--- src/hw/tspc_defs.svh ---
`ifndef TSPC_DEFS_SVH
`define TSPC_DEFS_SVH

// ****************************************************************
// Register byte offsets.
// ****************************************************************
`define TSPC_OFF_GLOBAL     12'h000
`define TSPC_OFF_REC_CTRL   12'h004
`define TSPC_OFF_REC_LEN    12'h008
`define TSPC_OFF_REC_START  12'h00c
`define TSPC_OFF_REC_STS    12'h010
`define TSPC_OFF_REC_ENA    12'h014
`define TSPC_OFF_TSO_CTRL   12'h018
`define TSPC_OFF_REC_TOP    12'h01c
`define TSPC_OFF_REC_PTR    12'h020
`define TSPC_OFF_CHAN_CTRL  12'h100
`define TSPC_OFF_LIST_CFG   12'h104
`define TSPC_OFF_LIST_BASE  12'h108
`define TSPC_OFF_LIST_SW    12'h10c
`define TSPC_OFF_LIST_HW    12'h110
`define TSPC_OFF_DONE_LOW   12'h114

// ****************************************************************
// Field positions.
// ****************************************************************
`define TSPC_REC_START_BIT  0
`define TSPC_REC_STOP_BIT   1
`define TSPC_STS_DONE_BIT   0
`define TSPC_STS_ERR_BIT    1
`define TSPC_STS_PAGE_BIT   2
`define TSPC_CHAN_CLR_BIT   0
`define TSPC_LIST_START_BIT 0
`define TSPC_LIST_STOP_BIT  1
`define TSPC_LIST_PAUSE_BIT 2
`define TSPC_LIST_DONE_BIT  3
`define TSPC_IN_SWAP_BIT    7
`define TSPC_OUT_SWAP_BIT   8
`define TSPC_CLK_INV_BIT    18

// ****************************************************************
// Reset value and counts.
// ****************************************************************
`define TSPC_RESET_WORD     32'h0000_0000
`define TSPC_CLEAR_CYCLES   4'h8
`define TSPC_WORD_BYTES     32'h0000_0004
`define TSPC_LIST_DEPTH     8'h40

`endif

--- src/hw/tspc_pkg.sv ---
package tspc_pkg;

   // Configuration handed to the stream, recorder and list DMA logic.
   typedef struct packed {
      logic        filter_channel0_enable;
      logic        filter_channel1_enable;
      logic        recorder_on;
      logic        output_on;
      logic [2:0]  arbiter_count;
      logic        rec_fixed_addr;
      logic [1:0]  rec_burst;
      logic [1:0]  rec_source;
      logic        tso_data_on_bit0;
      logic        tso_clock_invert;
      logic        tso_parallel;
      logic        tso_lsb_first;
      logic [1:0]  tso_source;
      logic        tso_run;
      logic        tsi_data_on_bit0;
      logic [1:0]  tsi_error_mode;
      logic        tsi_clock_invert;
      logic [1:0]  demux_burst;
      logic        sync_bypass;
      logic        key_word_order;
      logic        descrambler_conformance_enable;
      logic [1:0]  tsi_mode;
      logic        tsi_lsb_first;
      logic        high_speed_converter_port;
      logic [2:0]  unlock_count;
      logic [2:0]  lock_count;
      logic [1:0]  list_threshold;
      logic [1:0]  list_burst;
      logic        hardware_kick_select;
      logic        list_fixed_addr;
      logic        list_pause;
      logic [31:0] list_base;
      logic [7:0]  list_sw_count;
   } tspc_cfg_s;

   // Whole register state of the bank.
   typedef struct packed {
      logic [6:0]  global_cfg;
      logic [6:0]  rec_ctrl;
      logic [31:0] rec_len;
      logic [31:0] rec_start;
      logic [31:0] rec_top;
      logic [31:0] rec_ptr;
      logic [31:0] rec_count;
      logic [2:0]  rec_sts;
      logic [2:0]  rec_ena;
      logic [6:0]  tso_ctrl;
      logic [21:0] chan_ctrl;
      logic [3:0]  clr_count;
      logic [9:0]  list_cfg;
      logic [31:0] list_base;
      logic [7:0]  list_sw;
      logic [7:0]  list_hw;
      logic [31:0] done_low;
      logic [31:0] prdata;
      logic [1:0]  tsi_sync;
      logic        tsi_prev;
      logic        tsi_strobe;
      logic [31:0] in_word;
      logic [31:0] mem_word;
   } tspc_state_s;

endpackage : tspc_pkg

--- src/hw/tspc_regs.sv ---
// Register access over APB was decided locally.
`timescale 1ns/1ps
`include "tspc_defs.svh"

module tspc_regs (
   // Clock and reset
   input  wire logic                  pclk,
   input  wire logic                  presetn,
   // APB slave
   input  wire logic                  psel,
   input  wire logic                  penable,
   input  wire logic                  pwrite,
   input  wire logic [11:0]           paddr,
   input  wire logic [31:0]           pwdata,
   output logic      [31:0]           prdata,
   output logic                       pready,
   output logic                       pslverr,
   // Recorder DMA engine
   input  wire logic                  rec_word_ack,
   input  wire logic                  rec_burst_end,
   input  wire logic                  rec_bus_error,
   output logic                       rec_run,
   output logic      [31:0]           rec_write_addr,
   output logic                       rec_irq,
   // List DMA engine
   input  wire logic                  list_burst_end,
   input  wire logic                  list_desc_done,
   input  wire logic                  list_finished,
   output logic                       list_start,
   output logic                       list_stop,
   output logic                       list_threshold_hit,
   // Filter channel
   input  wire logic [31:0]           pid_done_set,
   output logic                       chan_soft_reset,
   output tspc_pkg::tspc_cfg_s        cfg,
   // Stream input pins and words
   input  wire logic                  tsi_clk,
   input  wire logic [31:0]           stream_word,
   input  wire logic [31:0]           memory_word,
   output logic                       tsi_sample,
   output logic      [31:0]           stream_word_out,
   output logic      [31:0]           memory_word_out
);
   import tspc_pkg::*;

   tspc_state_s r_reg;
   tspc_state_s r_next;

   logic        acc_wr;
   logic        acc_rd;
   logic        mapped;
   logic [31:0] rd_word;

   function automatic logic [31:0] tspc_swap(input logic [31:0] w);
      tspc_swap = {w[7:0], w[15:8], w[23:16], w[31:24]};
   endfunction : tspc_swap

   // ****************************************************************
   // Bus decode.
   // ****************************************************************
   // Read data is captured in the setup cycle, so the access phase
   // completes with no wait state and prdata still comes from a flop.
   assign acc_wr  = psel & penable & pwrite;
   assign acc_rd  = psel & ~penable & ~pwrite;
   assign pready  = 1'b1;
   assign pslverr = psel & penable & ~mapped;
   assign prdata  = r_reg.prdata;

   always_comb begin
      mapped  = 1'b1;
      rd_word = `TSPC_RESET_WORD;
      case (paddr)
         `TSPC_OFF_GLOBAL:    rd_word = {25'h0, r_reg.global_cfg};
         `TSPC_OFF_REC_CTRL:  rd_word = {25'h0, r_reg.rec_ctrl};
         `TSPC_OFF_REC_LEN:   rd_word = r_reg.rec_len;
         `TSPC_OFF_REC_START: rd_word = r_reg.rec_start;
         `TSPC_OFF_REC_STS:   rd_word = {29'h0, r_reg.rec_sts};
         `TSPC_OFF_REC_ENA:   rd_word = {29'h0, r_reg.rec_ena};
         `TSPC_OFF_TSO_CTRL:  rd_word = {25'h0, r_reg.tso_ctrl};
         `TSPC_OFF_REC_TOP:   rd_word = r_reg.rec_top;
         `TSPC_OFF_REC_PTR:   rd_word = r_reg.rec_ptr;
         `TSPC_OFF_CHAN_CTRL: rd_word = {10'h0, r_reg.chan_ctrl};
         `TSPC_OFF_LIST_CFG:  rd_word = {22'h0, r_reg.list_cfg};
         `TSPC_OFF_LIST_BASE: rd_word = r_reg.list_base;
         `TSPC_OFF_LIST_SW:   rd_word = {24'h0, r_reg.list_sw};
         `TSPC_OFF_LIST_HW:   rd_word = {24'h0, r_reg.list_hw};
         `TSPC_OFF_DONE_LOW:  rd_word = r_reg.done_low;
         default:             mapped = 1'b0;
      endcase
   end

   // ****************************************************************
   // Next-state logic.
   // ****************************************************************
   always_comb begin
      logic [2:0]  sts_set;
      logic [31:0] cnt_step;
      logic        rec_busy;
      logic        rec_wr;
      sts_set  = 3'h0;
      cnt_step = r_reg.rec_count + `TSPC_WORD_BYTES;
      rec_busy = r_reg.rec_ctrl[`TSPC_REC_START_BIT];
      rec_wr   = acc_wr & (paddr == `TSPC_OFF_REC_CTRL);
      r_next   = r_reg;

      if (acc_rd) begin
         r_next.prdata = rd_word;
      end

      // ---------------- Recorder engine ----------------
      if (rec_busy && rec_word_ack) begin
         r_next.rec_count = cnt_step;
         if (!r_reg.rec_ctrl[6]) begin
            r_next.rec_ptr = r_reg.rec_ptr + `TSPC_WORD_BYTES;
         end
         if (cnt_step >= r_reg.rec_len) begin
            sts_set[`TSPC_STS_DONE_BIT] = 1'b1;
            r_next.rec_ctrl[`TSPC_REC_START_BIT] = 1'b0;
            r_next.rec_ctrl[`TSPC_REC_STOP_BIT]  = 1'b0;
         end
      end
      if (rec_busy && r_reg.rec_ctrl[`TSPC_REC_STOP_BIT] && rec_burst_end) begin
         r_next.rec_ctrl[`TSPC_REC_START_BIT] = 1'b0;
         r_next.rec_ctrl[`TSPC_REC_STOP_BIT]  = 1'b0;
      end
      if (rec_busy && rec_bus_error) begin
         sts_set[`TSPC_STS_ERR_BIT] = 1'b1;
      end
      if (rec_busy && ((r_reg.rec_ptr >= r_reg.rec_start + {1'b0, r_reg.rec_top[31:1]})
                       || (r_reg.rec_ptr >= r_reg.rec_top))) begin
         sts_set[`TSPC_STS_PAGE_BIT] = 1'b1;
      end

      if (rec_wr) begin
         r_next.rec_ctrl[6:2] = pwdata[6:2];
         if (pwdata[`TSPC_REC_START_BIT] && !rec_busy) begin
            r_next.rec_ctrl[`TSPC_REC_START_BIT] = 1'b1;
            r_next.rec_ptr   = r_reg.rec_start;
            r_next.rec_count = `TSPC_RESET_WORD;
         end
         if (pwdata[`TSPC_REC_STOP_BIT] && rec_busy) begin
            r_next.rec_ctrl[`TSPC_REC_STOP_BIT] = 1'b1;
         end
      end

      if (acc_wr && paddr == `TSPC_OFF_REC_STS) begin
         r_next.rec_sts = r_reg.rec_sts & ~pwdata[2:0];
      end
      // A flag raised in the clearing cycle survives.
      r_next.rec_sts = r_next.rec_sts | sts_set;

      // ---------------- Plain software registers ----------------
      if (acc_wr) begin
         case (paddr)
            `TSPC_OFF_GLOBAL:    r_next.global_cfg = pwdata[6:0];
            `TSPC_OFF_REC_LEN:   r_next.rec_len   = pwdata;
            `TSPC_OFF_REC_START: r_next.rec_start = pwdata;
            `TSPC_OFF_REC_ENA:   r_next.rec_ena   = pwdata[2:0];
            `TSPC_OFF_TSO_CTRL:  r_next.tso_ctrl  = pwdata[6:0];
            `TSPC_OFF_REC_TOP:   r_next.rec_top   = pwdata;
            `TSPC_OFF_LIST_BASE: r_next.list_base = pwdata;
            `TSPC_OFF_LIST_SW:   r_next.list_sw   = pwdata[7:0];
            default: begin
            end
         endcase
      end

      // ---------------- Filter channel control ----------------
      if (r_reg.chan_ctrl[`TSPC_CHAN_CLR_BIT]) begin
         r_next.clr_count = r_reg.clr_count - 4'h1;
         if (r_reg.clr_count == 4'h1) begin
            r_next.chan_ctrl[`TSPC_CHAN_CLR_BIT] = 1'b0;
         end
      end
      if (acc_wr && paddr == `TSPC_OFF_CHAN_CTRL) begin
         r_next.chan_ctrl[21:1] = pwdata[21:1];
         if (pwdata[`TSPC_CHAN_CLR_BIT] && !r_reg.chan_ctrl[`TSPC_CHAN_CLR_BIT]) begin
            r_next.chan_ctrl[`TSPC_CHAN_CLR_BIT] = 1'b1;
            r_next.clr_count = `TSPC_CLEAR_CYCLES;
         end
      end

      // ---------------- List DMA control ----------------
      // start one cycle
      r_next.list_cfg[`TSPC_LIST_START_BIT] = 1'b0;
      if (r_reg.list_cfg[`TSPC_LIST_STOP_BIT] && list_burst_end) begin
         r_next.list_cfg[`TSPC_LIST_STOP_BIT] = 1'b0;
      end
      if (list_desc_done) begin
         r_next.list_hw = r_reg.list_hw + 8'h1;
      end
      if (list_finished) begin
         r_next.list_cfg[`TSPC_LIST_DONE_BIT] = 1'b0;
      end
      if (acc_wr && paddr == `TSPC_OFF_LIST_CFG) begin
         r_next.list_cfg[9:4] = pwdata[9:4];
         r_next.list_cfg[`TSPC_LIST_PAUSE_BIT] = pwdata[`TSPC_LIST_PAUSE_BIT];
         if (pwdata[`TSPC_LIST_START_BIT]) begin
            r_next.list_cfg[`TSPC_LIST_START_BIT] = 1'b1;
            r_next.list_hw = 8'h0;
         end
         if (pwdata[`TSPC_LIST_STOP_BIT]) begin
            r_next.list_cfg[`TSPC_LIST_STOP_BIT] = 1'b1;
         end
         if (pwdata[`TSPC_LIST_DONE_BIT] && !list_finished) begin
            r_next.list_cfg[`TSPC_LIST_DONE_BIT] = 1'b1;
         end
      end

      // ---------------- Done status, set wins ----------------
      if (acc_wr && paddr == `TSPC_OFF_DONE_LOW) begin
         r_next.done_low = r_reg.done_low & ~pwdata;
      end
      r_next.done_low = r_next.done_low | pid_done_set;

      // ---------------- Stream input sampling ----------------
      r_next.tsi_sync = {r_reg.tsi_sync[0], tsi_clk};
      r_next.tsi_prev = r_reg.tsi_sync[1];
      if (r_reg.chan_ctrl[`TSPC_CLK_INV_BIT]) begin
         r_next.tsi_strobe = r_reg.tsi_prev & ~r_reg.tsi_sync[1];
      end else begin
         r_next.tsi_strobe = ~r_reg.tsi_prev & r_reg.tsi_sync[1];
      end
      r_next.in_word  = r_reg.chan_ctrl[`TSPC_IN_SWAP_BIT] ? tspc_swap(stream_word)
                                                           : stream_word;
      r_next.mem_word = r_reg.chan_ctrl[`TSPC_OUT_SWAP_BIT] ? tspc_swap(memory_word)
                                                            : memory_word;
   end

   always_ff @(posedge pclk or negedge presetn) begin
      if (!presetn) begin
         r_reg <= '0;
      end else begin
         r_reg <= r_next;
      end
   end

   // ****************************************************************
   // Outputs.
   // ****************************************************************
   assign rec_run         = r_reg.rec_ctrl[`TSPC_REC_START_BIT];
   assign rec_write_addr  = r_reg.rec_ptr;
   assign rec_irq         = |(r_reg.rec_sts & r_reg.rec_ena);
   assign list_start      = r_reg.list_cfg[`TSPC_LIST_START_BIT];
   assign list_stop       = r_reg.list_cfg[`TSPC_LIST_STOP_BIT];
   assign list_threshold_hit = (r_reg.list_hw >= (`TSPC_LIST_DEPTH >> r_reg.list_cfg[9:8]))
                               && (r_reg.list_hw != 8'h0);
   assign chan_soft_reset = r_reg.chan_ctrl[`TSPC_CHAN_CLR_BIT];
   assign tsi_sample      = r_reg.tsi_strobe;
   assign stream_word_out = r_reg.in_word;
   assign memory_word_out = r_reg.mem_word;

   always_comb begin
      cfg.filter_channel0_enable         = r_reg.global_cfg[0];
      cfg.filter_channel1_enable         = r_reg.global_cfg[1];
      cfg.recorder_on                    = r_reg.global_cfg[2];
      cfg.output_on                      = r_reg.global_cfg[3];
      cfg.arbiter_count                  = r_reg.global_cfg[6:4];
      cfg.rec_fixed_addr                 = r_reg.rec_ctrl[6];
      cfg.rec_burst                      = r_reg.rec_ctrl[5:4];
      cfg.rec_source                     = r_reg.rec_ctrl[3:2];
      cfg.tso_data_on_bit0               = r_reg.tso_ctrl[6];
      cfg.tso_clock_invert               = r_reg.tso_ctrl[5];
      cfg.tso_parallel                   = r_reg.tso_ctrl[4];
      // Bit order means nothing in parallel mode.
      cfg.tso_lsb_first                  = r_reg.tso_ctrl[3] & ~r_reg.tso_ctrl[4];
      cfg.tso_source                     = r_reg.tso_ctrl[2:1];
      cfg.tso_run                        = r_reg.tso_ctrl[0];
      cfg.tsi_data_on_bit0               = r_reg.chan_ctrl[21];
      cfg.tsi_error_mode                 = r_reg.chan_ctrl[20:19];
      cfg.tsi_clock_invert               = r_reg.chan_ctrl[18];
      cfg.demux_burst                    = r_reg.chan_ctrl[17:16];
      cfg.sync_bypass                    = r_reg.chan_ctrl[15];
      cfg.key_word_order                 = r_reg.chan_ctrl[14];
      cfg.descrambler_conformance_enable = r_reg.chan_ctrl[13];
      cfg.tsi_mode                       = r_reg.chan_ctrl[12:11];
      cfg.tsi_lsb_first                  = r_reg.chan_ctrl[10];
      cfg.high_speed_converter_port      = r_reg.chan_ctrl[9];
      cfg.unlock_count                   = r_reg.chan_ctrl[6:4];
      cfg.lock_count                     = r_reg.chan_ctrl[3:1];
      cfg.list_threshold                 = r_reg.list_cfg[9:8];
      cfg.list_burst                     = r_reg.list_cfg[7:6];
      cfg.hardware_kick_select           = r_reg.list_cfg[5];
      cfg.list_fixed_addr                = r_reg.list_cfg[4];
      cfg.list_pause                     = r_reg.list_cfg[`TSPC_LIST_PAUSE_BIT];
      cfg.list_base                      = r_reg.list_base;
      cfg.list_sw_count                  = r_reg.list_sw;
   end

endmodule : tspc_regs

--- config.mk ---
export PLATFORM = sky130hd
export DESIGN_NAME = tspc_regs
export DESIGN_NICKNAME = d
export VERILOG_FILES = /design/src/hw/tspc_pkg.sv /design/src/hw/tspc_regs.sv
export VERILOG_INCLUDE_DIRS = /design/src /design/src/hw
export SDC_FILE = /design/constraint.sdc
export NUM_CORES = 1
export LEC_CHECK = 0
export BUFFER_PORTS_ARGS = -buffer_cell sky130_fd_sc_hd__buf_4
export CAP_MARGIN = 20
export CORE_MARGIN = 1.5
export CORE_UTILIZATION = 50
export CTS_CLUSTER_DIAMETER = 50
export DETAILED_ROUTE_END_ITERATION = 10
export GPL_TIMING_DRIVEN = 0
export HOLD_SLACK_MARGIN = 0.05
export PLACE_DENSITY_LB_ADDON = 0.25
export SETUP_SLACK_MARGIN = 0.4
export SLEW_MARGIN = 30
export SYNTH_ARGS = -nofsm -noshare
export SYNTH_HDL_FRONTEND = slang
export SYNTH_SLANG_ARGS = --single-unit
--- constraint.sdc ---
create_clock -name pclk -period 4.1 [get_ports pclk]
set_input_delay 0.41 -clock pclk [delete_from_list [all_inputs] [get_ports pclk]]
set_output_delay 0.41 -clock pclk [all_outputs]
set_load 0.03 [all_outputs]
Word-level counts from Yosys, hierarchy flattened --
Cells that the tools add are included.
Storage, ports and cells: register bits after elaboration 403, word-level logic and storage cells 138
Operators by class: magnitude comparators 4, add/sub/neg operators 5, reductions and logical operators 31, bitwise logic cells 22, multiplexer cells 34, eq/ne operators 15, shifts and indexed selects 1
Operator list (number):
- $pmux 32 s15 | 1
- $mux 64 | 3
- $mux 32 | 4
- $ge 32x32->1 | 3
- $eq 12x9->1 const B | 6
- $add 32x3->32 const B | 2
- $eq 12x5->1 const B | 4
- $add 32x31->32 | 1
- $and 32x32->32 | 1
- $not 32->32 | 1
- $or 32x32->32 | 1
- $eq 12x4->1 const B | 2
- $mux 8 | 3
- $reduce_and 2->1 | 8
- $logic_and 1x1->1 | 15
- $mux 5 | 3
- $reduce_or 15->1 | 1
- $mux 1 | 14
- $eq 12x3->1 const B | 1
- $eq 12x6->1 const B | 1
- $logic_not 12->1 | 1
- $and 1x1->1 | 9
- $add 8x1->8 const B | 1
- $ge 8x8->1 | 1
- 14 further kinds | 25

Logic depth before layout (Yosys ltp) --
depth in word-level cells 7, mapped depth 20, depth with buffers taken out 20

Least setup slack after synthesis --
Ideal clock, no wire load.
path type flip-flop to flip-flop, start register r_reg[294] (netlist name), end register r_reg[228] (netlist name), buffers on the path 0, setup time 0.118 ns, setup slack 0.334 ns, arrival time 3.648 ns, stages on the path, launching flop included 21, cell sequence dfrtp_1 -> ha_1 -> inv_1 -> fa_1 -> nor2b_1 -> o2111ai_1 -> a2111oi_0 -> nor3_1 -> o21ai_0 -> a21o_1 -> a21oi_1 -> xor2_1 -> ha_1 -> a21o_1 -> a21o_1 -> a21oi_1 -> nor4_1 -> o31a_1 -> a21oi_1 -> o211ai_1 -> a21o_1
RTL lines:
- from (decl) | RTL line tspc_regs.sv:46 | tspc_state_s r_reg;
- from (signal assigned) | RTL line tspc_regs.sv:234 | r_reg <= r_next;

==> impl_results.md <==
- Status: complete, no violations
- First-pass GRT wire length: 133,000 um
- # rows: 80
- Post-synthesis register bit count: 401
- Post-Route WL: 89,300 um
- Min Clock Period, post-route: 4.05 ns
- Synth top area cells: dfrtp_1 (42%), mux2_2 (12%), ha_1 (7.0%), buf_4 (6.8%), nand2_1 (2.8%)
- Top cell type's share of synthesized area: 41.8%
- P_leak: 15.2 nW
- Sequential share of the synthesized area: 41.8%
- Yosys warns: 0
- Layout Area Growth over Synthesis: 30.5%
- Clk buf depth: 3
- CTS Sinks: 401
- Post-Syn Instances: 2,326
- Count of final setup violators: 0
- Post-synth EDFFs: 0
- Clk_lat worst skew: 0.61 ns
- Top cells by count, synth: dfrtp_1 (401), mux2_2 (254), buf_4 (218), nand2_1 (177), nor2_1 (145)
- Worst-path clk slew: 0.06 ns
- Arrival time at the worst endpoint: 4.53 ns
- Antenna viol nets, final: 0
- Die Area: 49,400 sq um
- Initial Util: 50.5%
- Gp weighted congestion: 1.01
- Pwr per Cell Area: 315 nW/um^2
- Cts bufs inserted: 50
- Setup repair after global routing missed its margin: yes
- Largest net degree at the start of global routing: 87
- Total GRT Usage: 35.7%
- R2r endpoint: r_reg[228]
- Fin util: 66.0%
- Total gr overflow: 0
- Worst Setup EP: r_reg[228]
- Post-synth top flop: dfrtp_1
- Total power: 9.87 mW
- Final Non-Filler Cells: 3,568
- Initial antenna violation count: 3
- Max FO, Critical Path: 3
- Placed cells: 3,318
- TritonRoute pass-1 iters: 9
- Vias in the first global route: 21,391
- Clock skew: 0.0235 ns
- Clk pwr share: 47.3%
- Via count: 21,096
- Fin crit share: 98.7%
- Sw Pwr: 2.53 mW
- Die Y: 222 um
- Number of port buffers: 370
- Residual DRC count: 0
- Logic gate share of total power: 10.5%
- Seq pwr share: 42.2%
- Critical path startpoint category: flop
- Slew @ Worst Pin: 1.08 ns
- Hold WC Path Type: in -> reg
- Chip width: 222 um
- Max-cap violations: 0
- Worst R2R Start: r_reg[294]
- CTS tree: built
- Final Max Slew Viols: 0
- Avg Cell Area, Syn: 10.3 sq um
- CP required: 4.58 ns
- F_max: 0.247 GHz
- Cell count of the worst hold path: 2
- Via density: 5.91
- Most frequent cell after synthesis: dfrtp_1
- Switching share of power: 25.6%
- Setup crit end kind: flop
- Final nets: 3,199
- Post-synth net total: 2,614
- Reg-to-reg slack, setup: 0.05 ns
- # IOs: 374
- R2r worst-path depth: 20
- Relative slew slack: 27.8%
- Avg WL per Cell: 25.0 um
- Internal power: 7.34 mW
- Final HPWL from detailed placement: 64,400 um
- Post-synth cell types: 79
- Root Driver: clkbuf_16
- Area leader, netlist: dfrtp_1
- Mapped Area: 24,000 sq um
- Share of cells above drive strength 1: 37.3%
- First DRT Iteration DRCs: 2,051
- Core ar.: 47,500 sq um
- Critical path class: reg -> reg
- Ys async rst share: 100%
- Clock H-tree levels: 2
- Max FFs per register: 182
- Setup crit start: r_reg[294]
- Endpoints failing hold: 0
- Peak supply drop: 0.285 mV
- Fin Hold WS: 0.0732 ns
## power by group through the flow
stage / Sequential, mW / Clock (mW) / Combinational [mW]
after global placement: 4.22 / 0 / 0.883
after floorplan: 4.19 / 0 / 0.458
final: 4.16 / 4.67 / 1.04
after CTS: 4.16 / 4.69 / 1.02
after detailed placement: 4.23 / 0 / 0.919
after global routing: 4.17 / 4.88 / 1.11
## layout make-up
cell class / instances / area (sq um)
Fill cell: 3624 / 16200
Multi-Input combinational cell: 1535 / 12000
Sequential cell: 401 / 10000
Timing Repair Buffer: 533 / 4420
Buffer: 309 / 2090
Clock buffer: 66 / 1440
Tap cell: 615 / 769
Clock inverter: 26 / 319
Inverter: 81 / 304
Antenna cell: 2 / 5.00
## worst max-delay path: stages, from the launching register on
cell,delay [ns]
dfrtp_1,0.37
ha_2,0.20
inv_1,0.07
fa_2,0.44
nor2b_4,0.17
o2111ai_4,0.18
a2111oi_4,0.41
nor3_2,0.09
o21ai_2,0.17
a21o_1,0.15
a21oi_2,0.06
xor2_1,0.14
ha_1,0.18
a21o_1,0.15
a21o_1,0.18
a21oi_2,0.17
nor4_1,0.08
o31a_1,0.34
a21oi_2,0.11
o211ai_1,0.09
a21o_1,0.17
## worst min-delay path by stage
stage,startpoint,end
6_report,memory_word[15],memory_word_out[23]
5_1_grt,memory_word[18],memory_word_out[10]
4_1_cts,memory_word[18],memory_word_out[18]
3_5_place_dp,presetn,prdata[16]
3_3_place_gp,r_next[67],r_next[65]
2_1_floorplan,presetn,cfg[0]
## per-layer routing
metal	track usage, %	wire [um]	part of all wire [%]	vias up
li1	-	-	-	9260
met5	0	12	0.013	-
met2	56.7	41000	46	1159
met3	7.35	8500	9.5	229
met1	47.3	35700	40	10446
met4	15.9	4070	4.6	2
## metrics by stage
stage,cell area [sq um],setup slack [ns],TNS [ns]
after CTS,31200,0.206,0
after global routing,31400,-0.100,-0.100
after global placement,27600,-1.41,-545.53
after detailed placement,27800,-0.376,-0.384
after floorplan,24000,0.427,0
final,31400,0.0534,0
## what timing repair did
| action | in CTS | in global routing |
|---|---|---|
| endpoints found under the hold margin | 189 | 0 |
| setup endpoints to repair | 4 | 4 |
| hold buffers | 123 | 0 |
| pin swaps | 20 | 25 |
| buffers inserted | 20 | 13 |
| gates resized for setup | 62 | 21 |
## cells by family (layout without fill, tap and decap cells)
family | after synthesis | in the layout | share of synthesized area [%]
simple gates | 534 | 534 | 11.0
buf+inv | 390 | 1015 | 9.86
mux | 299 | 299 | 13.9
other cells | 1 | 3 | 0.0156
compound gates | 464 | 464 | 12.6
flops | 401 | 401 | 41.8
xor+xnor | 101 | 101 | 3.68
fa+ha+maj | 136 | 136 | 7.11
## layout by cell type, fill, tap and decap left out, types with 44 or more instances in the layout
cell / synthesis / final
mux2_2: 254 / 254
dfrtp_1: 401 / 396
xnor2_1: 54 / 54
o21ai_0: 98 / 91
a21o_1: 83 / 83
clkbuf_1: 53 / 50
inv_1: 81 / 81
a21oi_1: 104 / 93
clkbuf_16: 0 / 52
nor2_1: 145 / 140
buf_4: 218 / 620
xor2_1: 47 / 44
nand2_1: 177 / 177
dlygate4sd3_1: 0 / 123
ha_1: 135 / 126
(Power assumes the default switching activity.)
